`config.mk`:
```
export PLATFORM = sky130hd
export DESIGN_NAME = led_matrix_scan_driver
export DESIGN_NICKNAME = d
export VERILOG_FILES = /design/src/core/led_matrix_scan_driver.v
export VERILOG_INCLUDE_DIRS = /design/src /design/src/core
export SDC_FILE = /design/constraint.sdc
export NUM_CORES = 1
export LEC_CHECK = 0
export ABC_AREA = 0
export BUFFER_PORTS_ARGS = -buffer_cell sky130_fd_sc_hd__buf_2
export CAP_MARGIN = 0
export CORE_ASPECT_RATIO = 0.9
export CORE_UTILIZATION = 40
export CTS_CLUSTER_DIAMETER = 40
export DETAILED_ROUTE_END_ITERATION = 7
export PLACE_DENSITY_LB_ADDON = 0.08
export SYNTH_ARGS = -nofsm -noshare
export SYNTH_HDL_FRONTEND = slang
export SYNTH_SLANG_ARGS = --single-unit
```
`constraint.sdc`:
```
create_clock -name clock -period 7.4 [get_ports clock]
set_input_delay 1.48 -clock clock [delete_from_list [all_inputs] [get_ports clock]]
set_output_delay 1.48 -clock clock [all_outputs]
set_load 0.005 [all_outputs]
```
`src/core/led_scan_defines.vh`:
```
// register map, field positions, reset values and timing counts for the led scan driver
`ifndef LED_SCAN_DEFINES_VH
`define LED_SCAN_DEFINES_VH

// register indices; byte address is four times the index
`define IDX_DISPLAY_CONTROL 8'hB1
`define IDX_DISPLAY_CONTROL_TWO 8'hB2
`define IDX_SEG_PIN_FUNCTION 8'hB3
`define IDX_SCAN_STATUS 8'hB4
`define IDX_DISP_MEM_BASE 8'hC0

// display_control fields
`define BIT_DISPLAY_ON 7
`define RST_DISPLAY_CONTROL 8'h44
`define MASK_DISPLAY_CONTROL 8'hC7

// display_control_two fields
`define BIT_CLK_SRC_SEL 7
`define BIT_PRESCALE_HI 6
`define BIT_PRESCALE_LO 5
`define BIT_LED_MODE 4
`define BIT_COM_POLARITY 3
`define BIT_DEAD_TIME_EN 2
`define RST_DISPLAY_CONTROL_TWO 8'h00
`define MASK_DISPLAY_CONTROL_TWO 8'hFC

// segment_pin_function reset
`define RST_SEG_PIN_FUNCTION 8'h00

// matrix shape
`define NUM_SEG 18
`define NUM_COM 4

// prescaler divide values, less one
`define DIV_256_M1 8'hFF
`define DIV_128_M1 8'h7F
`define DIV_64_M1 8'h3F
`define DIV_32_M1 8'h1F

// dead time length in display clock ticks from step start
`define DEAD_TICKS 8'h08

`endif

```
`src/core/led_matrix_scan_driver.v`:
```
// led matrix scan driver with avalon-mm register slave and shared display memory
//
// Operation
// - led mode bit swaps lcd for led drive
// - drive 18 segments, 4 commons, 72 pixels
// - shared clock source and shared display memory
// - polarity bit: 0 active low, 1 high
// - dead time parks common inactive between steps
// - display on bit gates all output
// - source bit: 0 rc, 1 crystal
// - prescale codes divide by 256,128,64,32
// - pin bits hand pins to display
//
// Chosen here: the Avalon-MM register port.
`include "led_scan_defines.vh"

module led_matrix_scan_driver (
  // clock and reset
  input wire clock,
  input wire sys_rst,
  // avalon-mm slave
  input wire [9:0] address,
  input wire read,
  input wire write,
  input wire [31:0] writedata,
  output reg [31:0] readdata,
  output reg waitrequest,
  // slow oscillators, synchronous levels
  input wire slow_rc_osc,
  input wire slow_crystal_osc,
  // matrix pins
  output reg [17:0] seg_out,
  output reg [17:0] seg_disp_en,
  output reg [3:0] com_out,
  output reg lcd_mode_active
);

  // one-hot scan states
  localparam [2:0] ST_IDLE = 3'b001;
  localparam [2:0] ST_DEAD = 3'b010;
  localparam [2:0] ST_DRIVE = 3'b100;

  // software registers
  reg [7:0] disp_ctrl_q; // display_control
  reg [7:0] disp_ctrl2_q; // display_control_two
  reg [7:0] pin_func_q; // segment_pin_function
  reg [17:0] disp_mem_q [0:3]; // display_memory, one row per common

  // bus handshake
  reg ack_q; // high in the cycle waitrequest is low
  wire [7:0] reg_idx; // word index of the access
  wire bus_req; // request pending
  wire wr_take; // write commits this edge
  reg [31:0] rd_d; // read mux

  // oscillator edge and prescaler
  reg rc_prev_q;
  reg xt_prev_q;
  wire src_level; // selected oscillator
  wire src_prev;
  wire disp_tick; // one-cycle enable per display clock edge
  reg [7:0] pre_cnt_q; // prescaler counter
  reg [7:0] div_m1; // divide limit less one
  wire step_tick; // end of scan step

  // scan state
  reg [2:0] state_q;
  reg [2:0] state_d;
  reg [1:0] step_q; // active common index
  reg [7:0] dead_cnt_q; // ticks spent in dead time

  // decoded controls
  wire display_on;
  wire led_mode_select;
  wire common_polarity_sel;
  wire common_dead_time_en;
  wire display_clk_src_sel;
  wire [1:0] display_clk_prescale;
  wire led_run; // led scan may run
  wire [17:0] pin_map; // per segment pin ownership

  assign display_on = disp_ctrl_q[`BIT_DISPLAY_ON];
  assign led_mode_select = disp_ctrl2_q[`BIT_LED_MODE];
  assign common_polarity_sel = disp_ctrl2_q[`BIT_COM_POLARITY];
  assign common_dead_time_en = disp_ctrl2_q[`BIT_DEAD_TIME_EN];
  assign display_clk_src_sel = disp_ctrl2_q[`BIT_CLK_SRC_SEL];
  assign display_clk_prescale = disp_ctrl2_q[`BIT_PRESCALE_HI:`BIT_PRESCALE_LO];

  // led scan gated by display on and led mode select
  assign led_run = display_on & led_mode_select;

  // word addressing: bottom two byte bits ignored
  assign reg_idx = address[9:2];
  assign bus_req = read | write;
  assign wr_take = write & ack_q;

  // read mux; unmapped words read zero
  always @* begin
    rd_d = 32'h0000_0000;
    case (reg_idx)
      `IDX_DISPLAY_CONTROL: begin
        rd_d[7:0] = disp_ctrl_q;
      end
      `IDX_DISPLAY_CONTROL_TWO: begin
        rd_d[7:0] = disp_ctrl2_q;
      end
      `IDX_SEG_PIN_FUNCTION: begin
        rd_d[7:0] = pin_func_q;
      end
      `IDX_SCAN_STATUS: begin
        // live scan state for software
        rd_d[1:0] = step_q;
        rd_d[2] = state_q[1];
        rd_d[3] = state_q[2];
        rd_d[4] = led_run;
      end
      `IDX_DISP_MEM_BASE: begin
        rd_d[17:0] = disp_mem_q[0];
      end
      `IDX_DISP_MEM_BASE + 8'h01: begin
        rd_d[17:0] = disp_mem_q[1];
      end
      `IDX_DISP_MEM_BASE + 8'h02: begin
        rd_d[17:0] = disp_mem_q[2];
      end
      `IDX_DISP_MEM_BASE + 8'h03: begin
        rd_d[17:0] = disp_mem_q[3];
      end
      default: begin
        rd_d = 32'h0000_0000;
      end
    endcase
  end

  // one wait cycle per access; readdata captured with the ack
  always @(posedge clock or posedge sys_rst) begin
    if (sys_rst) begin
      ack_q <= 1'b0;
      waitrequest <= 1'b1;
      readdata <= 32'h0000_0000;
    end else begin
      if (bus_req && !ack_q) begin
        // accept: drop waitrequest for exactly one cycle
        ack_q <= 1'b1;
        waitrequest <= 1'b0;
        readdata <= rd_d;
      end else begin
        // master releases after the ack edge
        ack_q <= 1'b0;
        waitrequest <= 1'b1;
      end
    end
  end

  // control register writes, low byte only
  always @(posedge clock or posedge sys_rst) begin
    if (sys_rst) begin
      disp_ctrl_q <= `RST_DISPLAY_CONTROL;
      disp_ctrl2_q <= `RST_DISPLAY_CONTROL_TWO;
      pin_func_q <= `RST_SEG_PIN_FUNCTION;
    end else if (wr_take) begin
      case (reg_idx)
        `IDX_DISPLAY_CONTROL: begin
          // reserved bits stay zero
          disp_ctrl_q <= writedata[7:0] & `MASK_DISPLAY_CONTROL;
        end
        `IDX_DISPLAY_CONTROL_TWO: begin
          disp_ctrl2_q <= writedata[7:0] & `MASK_DISPLAY_CONTROL_TWO;
        end
        `IDX_SEG_PIN_FUNCTION: begin
          pin_func_q <= writedata[7:0];
        end
        default: begin
          // status and unmapped: ignored
          pin_func_q <= pin_func_q;
        end
      endcase
    end
  end

  // shared display memory rows, written by software
  genvar r;
  generate
    for (r = 0; r < `NUM_COM; r = r + 1) begin : g_mem
      // word index of this row, kept wide and sliced on purpose
      localparam [31:0] ROW_IDX = `IDX_DISP_MEM_BASE + r;
      always @(posedge clock or posedge sys_rst) begin
        if (sys_rst) begin
          disp_mem_q[r] <= 18'h0_0000;
        end else if (wr_take && reg_idx == ROW_IDX[7:0]) begin
          disp_mem_q[r] <= writedata[17:0];
        end
      end
    end
  endgenerate

  // remember oscillator levels to find rising edges
  always @(posedge clock or posedge sys_rst) begin
    if (sys_rst) begin
      rc_prev_q <= 1'b0;
      xt_prev_q <= 1'b0;
    end else begin
      rc_prev_q <= slow_rc_osc;
      xt_prev_q <= slow_crystal_osc;
    end
  end

  // source select; both oscillators tracked so switching makes no false tick
  assign src_level = display_clk_src_sel ? slow_crystal_osc : slow_rc_osc;
  assign src_prev = display_clk_src_sel ? xt_prev_q : rc_prev_q;
  assign disp_tick = src_level & ~src_prev;

  // prescale limit
  always @* begin
    case (display_clk_prescale)
      2'b00: div_m1 = `DIV_256_M1;
      2'b01: div_m1 = `DIV_128_M1;
      2'b10: div_m1 = `DIV_64_M1;
      default: div_m1 = `DIV_32_M1;
    endcase
  end

  // prescaler counts display clock ticks; a lowered limit wraps at once
  always @(posedge clock or posedge sys_rst) begin
    if (sys_rst) begin
      pre_cnt_q <= 8'h00;
    end else if (!led_run) begin
      pre_cnt_q <= 8'h00;
    end else if (disp_tick) begin
      if (pre_cnt_q >= div_m1) begin
        pre_cnt_q <= 8'h00;
      end else begin
        pre_cnt_q <= pre_cnt_q + 8'h01;
      end
    end
  end

  assign step_tick = disp_tick & (pre_cnt_q >= div_m1);

  // scan next state
  always @* begin
    state_d = state_q;
    case (state_q)
      ST_IDLE: begin
        if (led_run) begin
          state_d = common_dead_time_en ? ST_DEAD : ST_DRIVE;
        end
      end
      ST_DEAD: begin
        // dead time counted from the start of each step
        if (!led_run) begin
          state_d = ST_IDLE;
        end else if (step_tick) begin
          state_d = common_dead_time_en ? ST_DEAD : ST_DRIVE;
        end else if (dead_cnt_q >= `DEAD_TICKS || !common_dead_time_en) begin
          state_d = ST_DRIVE;
        end
      end
      ST_DRIVE: begin
        if (!led_run) begin
          state_d = ST_IDLE;
        end else if (step_tick && common_dead_time_en) begin
          state_d = ST_DEAD;
        end
      end
      default: begin
        state_d = ST_IDLE;
      end
    endcase
  end

  // scan state, step and dead counter
  always @(posedge clock or posedge sys_rst) begin
    if (sys_rst) begin
      state_q <= ST_IDLE;
      step_q <= 2'b00;
      dead_cnt_q <= 8'h00;
    end else begin
      state_q <= state_d;
      if (!led_run) begin
        step_q <= 2'b00;
      end else if (step_tick) begin
        step_q <= step_q + 2'b01;
      end
      if (step_tick || state_q != ST_DEAD) begin
        dead_cnt_q <= 8'h00;
      end else if (disp_tick) begin
        dead_cnt_q <= dead_cnt_q + 8'h01;
      end
    end
  end

  // segment pin ownership: groups follow the pin function bits
  generate
    for (r = 0; r < `NUM_SEG; r = r + 1) begin : g_pin
      if (r >= 12) begin : g_single
        assign pin_map[r] = pin_func_q[r - 10];
      end else if (r >= 8) begin : g_grp1
        assign pin_map[r] = pin_func_q[1];
      end else if (r >= 4) begin : g_grp0
        assign pin_map[r] = pin_func_q[0];
      end else begin : g_fixed
        // lowest four segments have no shared i/o
        assign pin_map[r] = 1'b1;
      end
    end
  endgenerate

  // registered pin drive
  genvar c;
  generate
    for (c = 0; c < `NUM_COM; c = c + 1) begin : g_com
      // step index at which this common is active
      localparam [31:0] COM_IDX = c;
      always @(posedge clock or posedge sys_rst) begin
        if (sys_rst) begin
          com_out[c] <= 1'b1;
        end else if (led_run && state_q == ST_DRIVE && step_q == COM_IDX[1:0]) begin
          com_out[c] <= common_polarity_sel;
        end else begin
          // inactive level, also during dead time
          com_out[c] <= ~common_polarity_sel;
        end
      end
    end
  endgenerate

  // segments show the active row, only on owned pins
  always @(posedge clock or posedge sys_rst) begin
    if (sys_rst) begin
      seg_out <= 18'h0_0000;
      seg_disp_en <= 18'h0_0000;
      lcd_mode_active <= 1'b0;
    end else begin
      seg_disp_en <= display_on ? pin_map : 18'h0_0000;
      lcd_mode_active <= display_on & ~led_mode_select;
      if (led_run && state_q == ST_DRIVE) begin
        seg_out <= disp_mem_q[step_q] & pin_map;
      end else begin
        seg_out <= 18'h0_0000;
      end
    end
  end

endmodule

```
==> impl_metrics.csv <==
group,metric,value,unit
place,dp_slack,3180,ps
route,drt_wl_total,20.3,mm
critical_path,required,7710,ps
die,die_w,152,µm
clocking,cts_tree,"yes",
critical_path,r2r-end,"dead_cnt_q[6]$_DFFE_PP0P_",
clocking,hold_buffers,0,
timing,setup_tns,0,ps
cells_and_area,stdcell_count,945,
global_routing,grt_start_max_net_pins,94,
yosys,ys_ff_latch,166,
global_routing,grt_pass1_vias,5303,
route,firstDrtPassIters,4,
cells_and_area,nNetsFinal,740,
die,core,0.0195,mm²
critical_path,rr_startpoint,"disp_ctrl2_q[6]$_DFFE_PP0P_",
timing,max_freq,0.265,GHz
yosys,yosys_warnings,0,
clocking,ctsResizeCount,0,
critical_path,rr_worst_depth,7,
timing,timing.final.crit_share,50.9,%
place,placed_cells,913,
timing,layout_setup_ws,3630,ps
critical_path,cp_top_family,"simple AND/OR/NAND/NOR gates",
critical_path,cpMaxStageDelayCell,"nand3_2",
yosys,synthArstFlopShare,100,%
route,drtIter0Drc,353,
clocking,clock_tree.root_cell,"clkbuf_16",
clocking,clk_pin_slew,60,ps
hold_path,hold_class,"flip-flop to flip-flop",
die,rows,48,
timing,rsz0062_at_grt,"no",
pwr,p_per_area,209,mW/mm²
critical_path,crit_path_max_fanout,28,
yosys,yosys.cell_types.count,68,
timing,slew-limit-headroom,32.4,%
global_routing,overflow,0,
die,io_pins,122,
critical_path,regToRegSetupSlack,5050,ps
route,vias,5214,
timing,setup_violations,0,
route,drc,0,
critical_path,arrival,4080,ps
critical_path,crit_buf_inv,1,
critical_path,start_kind,"input port",
clocking,numCtsBuffers,17,
timing,finClkSkew,10.2,ps
clocking,clock_latency,430,ps
hold_path,worstHoldEndpoint,"readdata[8]$_DFFE_PP0P_",
route,routedWlPerCell,21.5,µm
outcome,status,"finished clean",
route,ant_nets,0,
global_routing,antenna_found_initial,0,
yosys,synth-edff-count,0,
hold_path,hp-start,"readdata[8]$_DFFE_PP0P_",
timing,finalHoldViolCount,0,
global_routing,grt_pass1_wl,31.3,mm
yosys,yosysSeqAreaShare,51.7,%
clocking,clock-sinks,166,
pwr,p_leak,4.43,nW
yosys,post_synth.cell_area_avg,13.3,µm²
place,place_congestion,0.806,
timing,period_needed,3770,ps
yosys,syn_area,0.00805,mm²
cells_and_area,n_antenna_cell,0,
yosys,synthCells,606,
critical_path,crit_type,"input port to flip-flop",
die,dieArea,0.0207,mm²
flow_run,cap_violations,0,
die,start_util,41.4,%
global_routing,gr-usage-all-layers,20.9,%
timing,tightest_slew,1010,ps
place,dp_hpwl,13.3,mm
route,vias_per_cell,5.52,
critical_path,slowest_delay,620,ps
timing,maxSlewViolCount,0,
critical_path,cp_cell_sequence,"buf_2 -> and2b_1 -> nand2_1 -> nor4_2 -> nand3_2 -> mux2_2",
hold_path,hold_depth,1,
clocking,post_cts.repair.setup_buffers,0,
yosys,synth_flop_cell,"dfrtp_1",
clocking,cts_buffer_depth,2,
critical_path,endpoint_kind,"flip-flop",
cells_and_area,layout-drive-gt1-share,38.8,%
cells_and_area,nFillCells,1752,
die,die_h,137,µm
clocking,htreeDepth,4,
cells_and_area,syn2layout_area_growth,13.8,%
pwr,ir_drop,0.000137,V
place,portBuffers,91,
-- placed cells by master, fill, tap and decap left out, types with 3 or more instances in the layout --
cell type and n:
clkinvlp_4 4, mux4_2 29, nor2_1 26, o21ai_0 15, nand2b_1 4, dfrtp_1 158
inv_1 7, and3_1 16, clkbuf_8 4, nor2b_1 4, or3_1 5, dfstp_2 8
a22o_1 14, a211oi_1 3, buf_2 91, mux2_4 20, nand3_1 19, clkbuf_16 17
mux2i_1 3, nand2_1 26, nor3_1 4, xnor2_1 6, and2_1 17, a22oi_1 12
nand4_1 5, ha_1 10, mux2_2 72, a21oi_1 10, xor2_1 11, conb_1 14
buf_4 4
-- kinds of logic after synthesis --
| logic type | Yosys count | share of synthesized area, % |
|---|---|---|
| other cells | 1 | 0.0466 |
| flops | 166 | 51.7 |
| buf+inv | 59 | 4.49 |
| compound gates | 72 | 6.29 |
| fa+ha+maj | 10 | 1.55 |
| simple gates | 156 | 11.7 |
| xor+xnor | 17 | 1.85 |
| mux | 125 | 22.4 |
-- worst register-to-register path, stage by stage, from the launching register on --
cell and delay [ps]:
dfrtp_1 420, or2_2 310, ha_1 290, nand4_1 90, o22ai_1 110, o21ai_1 500, nand2_1 350, nor2_1 210
-- registers in the layout, summed over array words and instances (netlist names), 5 cells and up --
signal,cells
disp_mem_q,72
disp_ctrl2_q,6
dead_cnt_q,8
readdata,18
seg_out,18
disp_ctrl_q,5
pre_cnt_q,8
pin_func_q,8
seg_disp_en,9
-- worst max path at each step --
stage                                 endpoint  depth (start not counted)        from  slack [ps]
floorplan                      ack_q$_DFF_PP0_                          1     sys_rst        1440
global placement    disp_mem_q[41]$_DFFE_PP0P_                          6  address[2]        3200
detailed placement  disp_mem_q[40]$_DFFE_PP0P_                          6  address[2]        3180
CTS                 disp_mem_q[40]$_DFFE_PP0P_                          6  address[2]        3640
global route        disp_mem_q[40]$_DFFE_PP0P_                          6  address[2]        3460
finish              disp_mem_q[45]$_DFFE_PP0P_                          6  address[2]        3630
-- area by class of cell --
| type | instances | area [µm²] | share of cell area, % |
|---|---|---|---|
| flip-flops and latches | 166 | 4160 | 45.4 |
| multi-input cells | 394 | 3590 | 39.1 |
| repair buffers | 95 | 485 | 5.30 |
| clock buffers | 22 | 484 | 5.28 |
| well taps | 250 | 313 | 3.41 |
| clock inverters | 10 | 96.3 | 1.05 |
| inverters | 8 | 35.0 | 0.382 |
-- cell usage after synthesis, types with 3 or more instances --
| cell | n | area (µm²) |
|---|---|---|
| mux4_2 | 29 | 653 |
| dfrtp_1 | 158 | 3950 |
| xnor2_1 | 6 | 52.6 |
| nand2b_1 | 4 | 25.0 |
| nor2_1 | 26 | 97.6 |
| nand2_1 | 26 | 97.6 |
| mux2_4 | 20 | 300 |
| xor2_1 | 11 | 96.3 |
| o21ai_0 | 15 | 75.1 |
| nor3_1 | 5 | 25.0 |
| a21oi_1 | 10 | 50.1 |
| nand3_1 | 19 | 95.1 |
| buf_4 | 24 | 180 |
| clkbuf_1 | 12 | 45.0 |
| a22oi_1 | 12 | 90.1 |
| buf_2 | 9 | 45.0 |
| ha_1 | 10 | 125 |
| and3_1 | 16 | 100 |
| dfstp_2 | 8 | 210 |
| mux2_2 | 72 | 811 |
| a211oi_1 | 3 | 22.5 |
| inv_1 | 8 | 30.0 |
| nand4_1 | 5 | 31.3 |
| nor2b_1 | 4 | 25.0 |
| buf_6 | 3 | 33.8 |
| mux2i_1 | 3 | 30.0 |
| and2_1 | 17 | 106 |
| or3_1 | 5 | 31.3 |
| a22o_1 | 14 | 123 |
-- per-layer routing --
layer,up-vias,track usage [%],part of all wire (%)
met3,15,4.70,6.8
met5,-,0,0
met4,0,5.94,1.0
li1,2347,-,-
met2,157,31.5,45
met1,2695,30.1,47
-- where the power goes --
group,internal [mW],switching (mW)
Sequential,0.924,0.0151
Combinational,0.0354,0.0625
Clock,0.500,0.375
-- per-stage QoR --
stage                     hold WS [ps]  total power [mW]  util (%)  area (µm²)
after floorplan                    401              1.02         -        8100
after global placement             482              1.05      44.1        8590
after detailed placement           471              1.06      44.1        8590
after CTS                          506              1.93      47.1        9170
after global routing               514              1.98      47.1        9170
final                              504              1.91      47.1        9170
Power figures use the tool's default switching activity.
